## src/hdl/adc_regs_pkg.sv

```systemverilog
package adc_regs_pkg;
    localparam logic [15:0] ADDR_CTRL1   = 16'h0001;
    localparam logic [15:0] ADDR_CTRL2   = 16'h0002;
    localparam logic [15:0] CTRL1_RESET  = 16'h001a;
    localparam logic [15:0] CTRL2_RESET  = 16'h009b;
    localparam logic [15:0] CTRL2_MASK   = 16'h002f;
    localparam int          CFG_W        = 9;
    localparam int          ACT_LO       = 9;
    localparam int          ACT_W        = 7;
    localparam int          B_DL         = 15;
    localparam int          B_RD_THR     = 14;
    localparam int          B_RD_STAT    = 11;
    localparam int          B_SYNC       = 9;
    localparam int          FLEN_HI      = 8;
    localparam int          FLEN_LO      = 5;
    localparam logic [3:0]  FLEN_DEFAULT = 4'h0;
    localparam int          B_HALF       = 5;
    localparam int          B_SLEEP      = 3;
    localparam int          B_ECON       = 2;
    localparam int          B_AMP        = 0;
    localparam int          ST_ECONOMY_MODE      = 9;
    localparam int          ST_OVR       = 8;
    localparam int          ST_DLOK      = 7;
    localparam int          ST_FOK       = 6;
    localparam int          ST_UF        = 5;
    localparam int          ST_PART_LO   = 14;
    localparam int          ST_DIE_LO    = 11;
    localparam logic [6:0]  WORDS_PER_STEP = 7'h06;
    localparam logic [6:0]  ONE_STEP     = 7'h01;

    typedef enum logic [1:0] {PH_ADDR, PH_DATA, PH_COEFF} word_phase_t;
    typedef enum logic [2:0] {
        SEL_NONE, SEL_THR, SEL_GAIN, SEL_OFF, SEL_STAT
    } read_sel_t;

    // field order matches control word bits 8..0
    typedef struct packed {
        logic [3:0] fir_length_code;
        logic       fir_stage_pass_enable;
        logic       first_stage_pass_enable;
        logic [2:0] stage2_decimation_code;
    } filter_cfg_t;

    typedef struct packed {
        logic [15:0] addr;
        logic [15:0] data;
    } reg_write_t;

    typedef struct packed {
        logic [6:0]  index;
        logic [15:0] word;
    } coeff_write_t;
endpackage

```

## src/hdl/coeff_download_unit.sv

```systemverilog
`timescale 1ns/1ps
`default_nettype none
module coeff_download_unit
    import adc_regs_pkg::*;
(
    input  wire logic         core_clk_in,
    input  wire logic         rst_n_in,
    input  wire logic         start_in,
    input  wire logic [3:0]   flen_in,
    input  wire logic         word_valid_in,
    input  wire logic [15:0]  word_in,
    output logic              busy_out,
    output logic              done_out,
    output logic              good_out,
    output logic              coeff_wr_valid_out,
    output adc_regs_pkg::coeff_write_t coeff_wr_out
);
    logic [6:0]  words_left_q;
    logic [6:0]  index_q;
    logic [15:0] sum_q;

    // two words per coefficient, three coefficients per length step
    function automatic logic [6:0] coeff_words(input logic [3:0] f);
        coeff_words = ({3'h0, f} + ONE_STEP) * WORDS_PER_STEP;
    endfunction

    // checksum adds each byte of every coefficient word
    function automatic logic [15:0] byte_sum(input logic [15:0] w);
        byte_sum = {8'h00, w[15:8]} + {8'h00, w[7:0]};
    endfunction

    always_ff @(posedge core_clk_in or negedge rst_n_in) begin
        if (!rst_n_in) begin
            busy_out     <= 1'b0;
            words_left_q <= 7'h00;
            index_q      <= 7'h00;
            sum_q        <= 16'h0000;
        end else if (start_in) begin
            busy_out     <= 1'b1;
            words_left_q <= coeff_words(flen_in);
            index_q      <= 7'h00;
            sum_q        <= 16'h0000;
        end else if (busy_out && word_valid_in) begin
            if (words_left_q != 7'h00) begin
                words_left_q <= words_left_q - 7'h01;
                index_q      <= index_q + 7'h01;
                sum_q        <= sum_q + byte_sum(word_in);
            end else begin
                busy_out <= 1'b0; // checksum word closes it
            end
        end
    end

    // coefficient words go out to the filter storage
    always_ff @(posedge core_clk_in or negedge rst_n_in) begin
        if (!rst_n_in) begin
            coeff_wr_valid_out <= 1'b0;
            coeff_wr_out       <= '0;
        end else begin
            coeff_wr_valid_out <= busy_out && word_valid_in &&
                                  (words_left_q != 7'h00);
            coeff_wr_out.index <= index_q;
            coeff_wr_out.word  <= word_in;
        end
    end

    always_ff @(posedge core_clk_in or negedge rst_n_in) begin
        if (!rst_n_in) begin
            good_out <= 1'b0;
            done_out <= 1'b0;
        end else begin
            done_out <= busy_out && word_valid_in &&
                        (words_left_q == 7'h00);
            if (busy_out && word_valid_in && words_left_q == 7'h00)
                good_out <= (word_in == sum_q);
            else if (start_in)
                good_out <= 1'b0; // stale result dropped on new load
        end
    end
endmodule
`default_nettype wire

```

## src/hdl/adc_control_register_bank.sv

```systemverilog
`timescale 1ns/1ps
`default_nettype none
module adc_control_register_bank
    import adc_regs_pkg::*;
#(
    parameter logic [1:0] PART_CODE = 2'h0, // arbitrary value
    parameter logic [2:0] DIE_CODE  = 3'h0  // arbitrary value
) (
    input  wire logic         core_clk_in,
    input  wire logic         rst_n_in,
    input  wire logic         host_wr_valid_in,
    input  wire logic [15:0]  host_wr_word_in,
    input  wire logic         host_rd_req_in,
    input  wire logic [23:0]  conversion_in,
    input  wire logic [15:0]  threshold_value_in,
    input  wire logic [15:0]  gain_value_in,
    input  wire logic [15:0]  offset_value_in,
    input  wire logic [15:0]  input_level_in,
    input  wire logic         coeff_path_good_in,
    output logic              rd_valid_out,
    output logic [23:0]       rd_data_out,
    output logic              ext_wr_valid_out,
    output adc_regs_pkg::reg_write_t   ext_wr_out,
    output logic              coeff_wr_valid_out,
    output adc_regs_pkg::coeff_write_t coeff_wr_out,
    output logic              download_busy_out,
    output adc_regs_pkg::filter_cfg_t  filter_cfg_out,
    output logic              sync_start_out,
    output logic              clock_halving_select_out,
    output logic              internal_clock_tick_out,
    output logic              device_sleep_out,
    output logic              economy_mode_out,
    output logic              amp_sleep_out,
    output logic [15:0]       status_out
);
    word_phase_t phase_q;
    logic [15:0] addr_q;
    logic [ACT_W-1:0] action_q;
    read_sel_t   pend_q;
    logic [15:0] ctrl2_q;
    logic        ovr_q;
    logic        data_wr;
    logic        ctrl1_wr;
    logic        ctrl2_wr;
    logic        dl_write;
    logic        dl_done;
    logic        dl_good;
    read_sel_t   new_sel;

    // first matching select wins if the host sets several
    function automatic read_sel_t sel_decode(input logic [3:0] b);
        if (b[3])
            sel_decode = SEL_THR;
        else if (b[2])
            sel_decode = SEL_GAIN;
        else if (b[1])
            sel_decode = SEL_OFF;
        else if (b[0])
            sel_decode = SEL_STAT;
        else
            sel_decode = SEL_NONE;
    endfunction

    // decode of the data word that follows an address word
    assign data_wr  = host_wr_valid_in && (phase_q == PH_DATA);
    assign ctrl1_wr = data_wr && (addr_q == ADDR_CTRL1);
    assign ctrl2_wr = data_wr && (addr_q == ADDR_CTRL2);
    // default length code means no user filter, so no download
    assign dl_write = ctrl1_wr && host_wr_word_in[B_DL] &&
        (host_wr_word_in[FLEN_HI:FLEN_LO] != FLEN_DEFAULT);
    assign new_sel  = sel_decode(
        action_q[B_RD_THR-ACT_LO:B_RD_STAT-ACT_LO]);

    always_ff @(posedge core_clk_in or negedge rst_n_in) begin
        if (!rst_n_in) begin
            phase_q <= PH_ADDR;
            addr_q  <= 16'h0000;
        end else begin
            case (phase_q)
                PH_ADDR: begin
                    if (host_wr_valid_in) begin
                        addr_q  <= host_wr_word_in;
                        phase_q <= PH_DATA;
                    end
                end
                PH_DATA: begin
                    if (dl_write)
                        phase_q <= PH_COEFF;
                    else if (host_wr_valid_in)
                        phase_q <= PH_ADDR;
                end
                PH_COEFF: begin
                    if (dl_done)
                        phase_q <= PH_ADDR;
                end
                default: phase_q <= PH_ADDR;
            endcase
        end
    end

    // persistent filter configuration, bits 8..0
    // stage pass and decimation
    always_ff @(posedge core_clk_in or negedge rst_n_in) begin
        if (!rst_n_in)
            filter_cfg_out <= filter_cfg_t'(CTRL1_RESET[CFG_W-1:0]);
        else if (ctrl1_wr)
            filter_cfg_out <= filter_cfg_t'(host_wr_word_in[CFG_W-1:0]);
    end

    // action bits live one cycle only
    always_ff @(posedge core_clk_in or negedge rst_n_in) begin
        if (!rst_n_in)
            action_q <= '0;
        else if (ctrl1_wr)
            action_q <= host_wr_word_in[15:ACT_LO];
        else
            action_q <= '0;
    end

    assign sync_start_out = action_q[B_SYNC-ACT_LO];

    // pending readback; a new select wins over a read that clears
    // select held for one read only
    always_ff @(posedge core_clk_in or negedge rst_n_in) begin
        if (!rst_n_in)
            pend_q <= SEL_NONE;
        else if (new_sel != SEL_NONE)
            pend_q <= new_sel;
        else if (host_rd_req_in)
            pend_q <= SEL_NONE;
    end

    // read answer one cycle after the request
    always_ff @(posedge core_clk_in or negedge rst_n_in) begin
        if (!rst_n_in) begin
            rd_valid_out <= 1'b0;
            rd_data_out  <= 24'h00_0000;
        end else begin
            rd_valid_out <= host_rd_req_in;
            if (host_rd_req_in) begin
                case (pend_q)
                    SEL_THR:  rd_data_out <= {8'h00, threshold_value_in};
                    SEL_GAIN: rd_data_out <= {8'h00, gain_value_in};
                    SEL_OFF:  rd_data_out <= {8'h00, offset_value_in};
                    SEL_STAT: rd_data_out <= {8'h00, status_out};
                    default:  rd_data_out <= conversion_in;
                endcase
            end
        end
    end

    // clock and power control; writable bits only
    always_ff @(posedge core_clk_in or negedge rst_n_in) begin
        if (!rst_n_in)
            ctrl2_q <= CTRL2_RESET;
        else if (ctrl2_wr)
            ctrl2_q <= host_wr_word_in & CTRL2_MASK;
    end

    assign device_sleep_out = ctrl2_q[B_SLEEP];
    assign economy_mode_out = ctrl2_q[B_ECON];
    assign amp_sleep_out    = ctrl2_q[B_AMP];
    assign clock_halving_select_out = ctrl2_q[B_HALF];

    // internal clock as a tick of the master clock
    // a tick, not a gated clock, keeps one clock domain
    always_ff @(posedge core_clk_in or negedge rst_n_in) begin
        if (!rst_n_in)
            internal_clock_tick_out <= 1'b0;
        else if (ctrl2_q[B_HALF])
            internal_clock_tick_out <= 1'b1;
        else
            internal_clock_tick_out <= !internal_clock_tick_out;
    end

    // offset, gain and threshold writes pass to their owners
    always_ff @(posedge core_clk_in or negedge rst_n_in) begin
        if (!rst_n_in) begin
            ext_wr_valid_out <= 1'b0;
            ext_wr_out       <= '0;
        end else begin
            ext_wr_valid_out <= data_wr && !ctrl1_wr && !ctrl2_wr;
            ext_wr_out.addr  <= addr_q;
            ext_wr_out.data  <= host_wr_word_in;
        end
    end

    // coefficient download engine
    coeff_download_unit u_download (
        .core_clk_in        (core_clk_in),
        .rst_n_in           (rst_n_in),
        .start_in           (dl_write),
        .flen_in            (host_wr_word_in[FLEN_HI:FLEN_LO]),
        .word_valid_in      (host_wr_valid_in && phase_q == PH_COEFF),
        .word_in            (host_wr_word_in),
        .busy_out           (download_busy_out),
        .done_out           (dl_done),
        .good_out           (dl_good),
        .coeff_wr_valid_out (coeff_wr_valid_out),
        .coeff_wr_out       (coeff_wr_out)
    );

    always_ff @(posedge core_clk_in or negedge rst_n_in) begin
        if (!rst_n_in)
            ovr_q <= 1'b0;
        else
            ovr_q <= (input_level_in > threshold_value_in);
    end

    // status built from internal state plus the level, threshold and path good inputs, no write path
    // status assembly
    always_ff @(posedge core_clk_in or negedge rst_n_in) begin
        if (!rst_n_in) begin
            status_out <= 16'h0000;
        end else begin
            status_out <= 16'h0000;
            status_out[15:ST_PART_LO]  <= PART_CODE;
            status_out[13:ST_DIE_LO]   <= DIE_CODE;
            status_out[ST_ECONOMY_MODE]        <= ctrl2_q[B_ECON];
            status_out[ST_OVR]         <= ovr_q;
            status_out[ST_DLOK]        <= dl_good;
            status_out[ST_FOK]         <= coeff_path_good_in;
            status_out[ST_UF]          <= dl_good &&
                filter_cfg_out.fir_stage_pass_enable;
            status_out[CFG_W-5:0]      <= filter_cfg_out[CFG_W-5:0];
        end
    end
endmodule
`default_nettype wire

```

## config.mk

```make
export PLATFORM = sky130hd
export DESIGN_NAME = adc_control_register_bank
export DESIGN_NICKNAME = d
export VERILOG_FILES = /design/src/hdl/adc_regs_pkg.sv /design/src/hdl/coeff_download_unit.sv /design/src/hdl/adc_control_register_bank.sv
export SDC_FILE = /design/constraint.sdc
export NUM_CORES = 1
export LEC_CHECK = 0
export BUFFER_PORTS_ARGS = -buffer_cell sky130_fd_sc_hd__clkbuf_2
export CAP_MARGIN = 20
export CORE_MARGIN = 3
export CORE_UTILIZATION = 55
export CTS_BUF_LIST = sky130_fd_sc_hd__clkbuf_2 sky130_fd_sc_hd__clkbuf_4 sky130_fd_sc_hd__clkbuf_8
export CTS_CLUSTER_DIAMETER = 40
export DETAILED_ROUTE_END_ITERATION = 6
export GPL_ROUTABILITY_DRIVEN = 0
export PLACE_DENSITY = 0.87
export SYNTH_ARGS = -nofsm -noshare
export SYNTH_HDL_FRONTEND = slang
export SYNTH_SLANG_ARGS = --single-unit
```

## constraint.sdc

```tcl
create_clock -name core_clk_in -period 4.4 [get_ports core_clk_in]
set_input_delay 0.66 -clock core_clk_in [delete_from_list [all_inputs] [get_ports core_clk_in]]
set_output_delay 0.66 -clock core_clk_in [all_outputs]
set_load 0.02 [all_outputs]
```

==> parameters.txt <==
Parameter                              Value

Status
  Run status ... finished, final reports clean

Route
  Number of vias in the routed layout ... 6022
  Routed wire length ... 19700 um
  Met3 wire length ... 1600 um
  Remaining antenna violation count after routing ... 0
  Via density per instance ... 5.62
  Mean routed wirelength per cell ... 18.4 um
  M1 WL ... 7600 um
  Initial DRC Count ... 362
  First drt pass iteration count ... 6
  Remaining design rule violation count ... 0
  Routed length on met2 ... 9660 um
  Top Layer Used ... met4

Layout
  # nets final ... 1038
  Count of filler cells inserted in the layout ... 1011
  Share of post-route cells with drive strength above 1 ... 34.6%
  Multi-input gate area in the final layout ... 3380 um^2
  Final cell area excluding filler cells ... 9060 um^2
  Total inserted antenna cells ... 0
  End-of-flow core utilization ... 67.8%
  P&R area growth vs syn ... 20.0%
  Sequential cell area in the final layout ... 3760 um^2

Setup path
  Path type of the worst setup path ... in -> reg
  Maximum fanout encountered on the critical timing path ... 8
  Critical path endpoint category ... flop
  Worst setup SP type ... input pin
  CP arrival ... 3870 ps
  Required time worst endpoint ... 4780 ps

Clocking
  Clock buffers created by TritonCTS ... 17
  Number of sinks handled by clock tree synthesis ... 150
  Post-CTS Resized ... 0
  Clock tree from TritonCTS ... built
  Root Driver ... clkbuf_8
  Number of levels the H-tree was split into ... 4
  Number of buffers inserted to repair setup after CTS ... 0
  Reg clk slew, reported paths ... 90 ps
  Number of hold buffers added after cts ... 0
  Latest clock arrival within the worst-skew pair ... 450 ps
  Max clock buf depth ... 2

Global routing
  GR Util All Layers ... 26.4%
  Antenna violations before repair ... 0
  Total congestion overflow after global routing ... 0
  Pin count of the biggest net entering global routing ... 96
  Number of global-route vias before repair ... 5987
  Global-route wire length before repair ... 30500 um

Place
  Cell area after placement ... 8660 um^2
  Buffers added on ports ... 216
  DP Wirelength ... 14800 um

Synthesis
  Unique cell type count in the Yosys netlist ... 55
  Library cell occupying the most area in the post-synthesis netlist ... dfrtp_1
  Synth area leaders ... dfrtp_1, ha_1, mux4_2, mux2_2, xor2_1
  Post-Syn Instances ... 685
  Leading cell types by count after synthesis ... dfrtp_1, nand2_1, ha_1, inv_1, nor2_1
  Netlist area before placement ... 7550 um^2
  Avg Synthesized Cell Area ... 11.0 um^2
  FF+latch count, synth ... 150
  Fraction of registers with async set or reset after synthesis ... 100%
  Library cell with the highest instance count after synthesis ... dfrtp_1
  Number of enable flip-flop cells after synthesis ... 0
  Synth Warn # ... 0
  Proportion of netlist area held by the largest area contributor ... 48.1%
  Top_reg_cell synth ... dfrtp_1
  Sequential area share after synthesis ... 49.8%

Timing
  Achievable clock frequency ... 0.287 GHz
  Count of endpoints failing hold in the final timing report ... 0
  Slew Limit Fails ... 0
  Setup-failing EPs final ... 0
  Relative slew slack ... 31.5%
  Setup repair after global routing missed its margin ... false
  Clock Skews ... 13.5 ps
  Summed negative setup slack over all endpoints ... 0 ps
  Post-route fraction of the period consumed by the critical path ... 79.3%
  Tightest Pin Transition ... 1030 ps
  Final critical path time including I/O delays and setup ... 3490 ps

Power
  Power density cells ... 385 nW/um^2
  Overall power of the completed layout ... 3490 uW
  Combinational cell fraction of total power ... 21.0%
  Internal power ... 2340 uW
  Largest vdd supply drop ... 0.193 mV
  Switching power summed over all nets ... 1140 uW
  Sequential fraction of design power ... 48.3%
  Static power due to leakage ... 0.00464 uW
  Fraction of power consumed by the clock network ... 30.7%
  Share of total power consumed by net switching ... 32.8%

Die
  Area of the core ... 13300 um^2
  Vertical extent of the die ... 123 um
  Number of top-level design ports ... 223
  Row Count ... 42
  Area of the die ... 15200 um^2
  Starting utilization of the core area ... 56.6%
  Die Wd ... 123 um

Worst hold path
  Hold WC Path Type ... in -> async

Run
  Max_cap viols ... 0
[stage by stage]
step	hold WS, ps	cells	setup WS (ps)
after floorplan	331	690	1030
after global placement	331	1040	620
after detailed placement	336	1040	512
after CTS	287	1072	980
after global routing	284	1072	559
final	274	1072	912
[worst max-delay path, cell delays in order]
cell and delay [ps]:
clkbuf_2 230, ha_1 220, inv_1 50, fa_1 400
nor2b_1 130, o21ai_0 110, a21boi_0 260, o21a_1 160
nor2_1 60, xnor2_1 130, ha_1 370, nand2_1 90
a211oi_1 330, nor2_1 140, or3_1 360, a21oi_1 140
[routing by layer]
metal / up-vias / global-route usage (%)
met1: 2913 / 31.5
met2: 266 / 43.7
met4: 0 / 12.2
li1: 2775 / -
met3: 68 / 8.33
met5: - / 0
[power by group through the flow]
stage,logic (uW),clock network (uW),registers (uW)
after floorplan,322,0,1820
after global placement,713,0,1700
after detailed placement,731,0,1720
after CTS,737,1090,1690
after global routing,796,1160,1710
final,733,1070,1680
[path summary, 6_finish.rpt]
path                                    start                          end  slack, ps  depth (start not counted)
max                        host_wr_word_in[8]         u_download.sum_q[15]        910                         16
min                                  rst_n_in         u_download.sum_q[15]        270                          1
max reg2reg                         pend_q[0]              rd_data_out[19]       1870                          4
min reg2reg                             ovr_q                status_out[8]        360                          0
max in group asynchronous            rst_n_in  u_download.coeff_wr_out[20]       3220                          2
min in group core_clk_in   coeff_path_good_in                status_out[6]        320                          1
[placed cells by master (no fill, tap or decap), types with 7 or more instances in the layout]
cell type  Yosys  routed
a21o_1         8       8
o21ai_0       41      41
a21oi_1       21      21
o211ai_1      11      11
xnor2_1       16      16
nand3_1       32      32
a31oi_1        7       7
nor4_1         9       9
nand2_1       53      53
dfrtp_1      145     145
nand4_1       10      10
mux2_2        29      29
ha_1          43      43
inv_1         43      43
nand2b_1       8       8
nor2_1        43      43
clkbuf_8       0      17
a22o_1         8       8
clkbuf_2       0     215
mux4_2        16      16
xor2_1        32      32
[sequential cells by signal, summed over array words and instances, names as in the netlist]
| name | count |
|---|---|
| rd_data_out | 24 |
| u_download.coeff_wr_out | 23 |
| addr_q | 16 |
| ext_wr_out | 16 |
| u_download.sum_q | 16 |
| status_out | 10 |
| filter_cfg_out | 9 |
| u_download.index_q | 7 |
| u_download.words_left_q | 7 |
| action_q | 5 |
| ctrl2_q | 4 |
| pend_q | 3 |
| phase_q | 2 |
| ext_wr_valid_out | 1 |
| internal_clock_tick_out | 1 |
| ovr_q | 1 |
| rd_valid_out | 1 |
| u_download.busy_out | 1 |
| u_download.coeff_wr_valid_out | 1 |
| u_download.done_out | 1 |
| u_download.good_out | 1 |
[cell type report]
| class | count | share of cell area, % |
|---|---|---|
| multi-input cells | 447 | 37.3 |
| clock inverters | 15 | 1.81 |
| inverters | 45 | 1.87 |
| repair buffers | 222 | 12.5 |
| flip-flops and latches | 150 | 41.5 |
| clock buffers | 17 | 2.58 |
| well taps | 176 | 2.43 |
[kinds of logic after synthesis]
| logic type | Yosys count | synth area share (%) |
|---|---|---|
| other cells | 1 | 0.0497 |
| xor+xnor | 48 | 5.57 |
| compound gates | 117 | 9.73 |
| simple gates | 185 | 12.1 |
| buf+inv | 93 | 5.77 |
| mux | 45 | 9.10 |
| fa+ha+maj | 46 | 7.92 |
| flops | 150 | 49.8 |
Note: power is estimated with default switching activity, not from simulation.
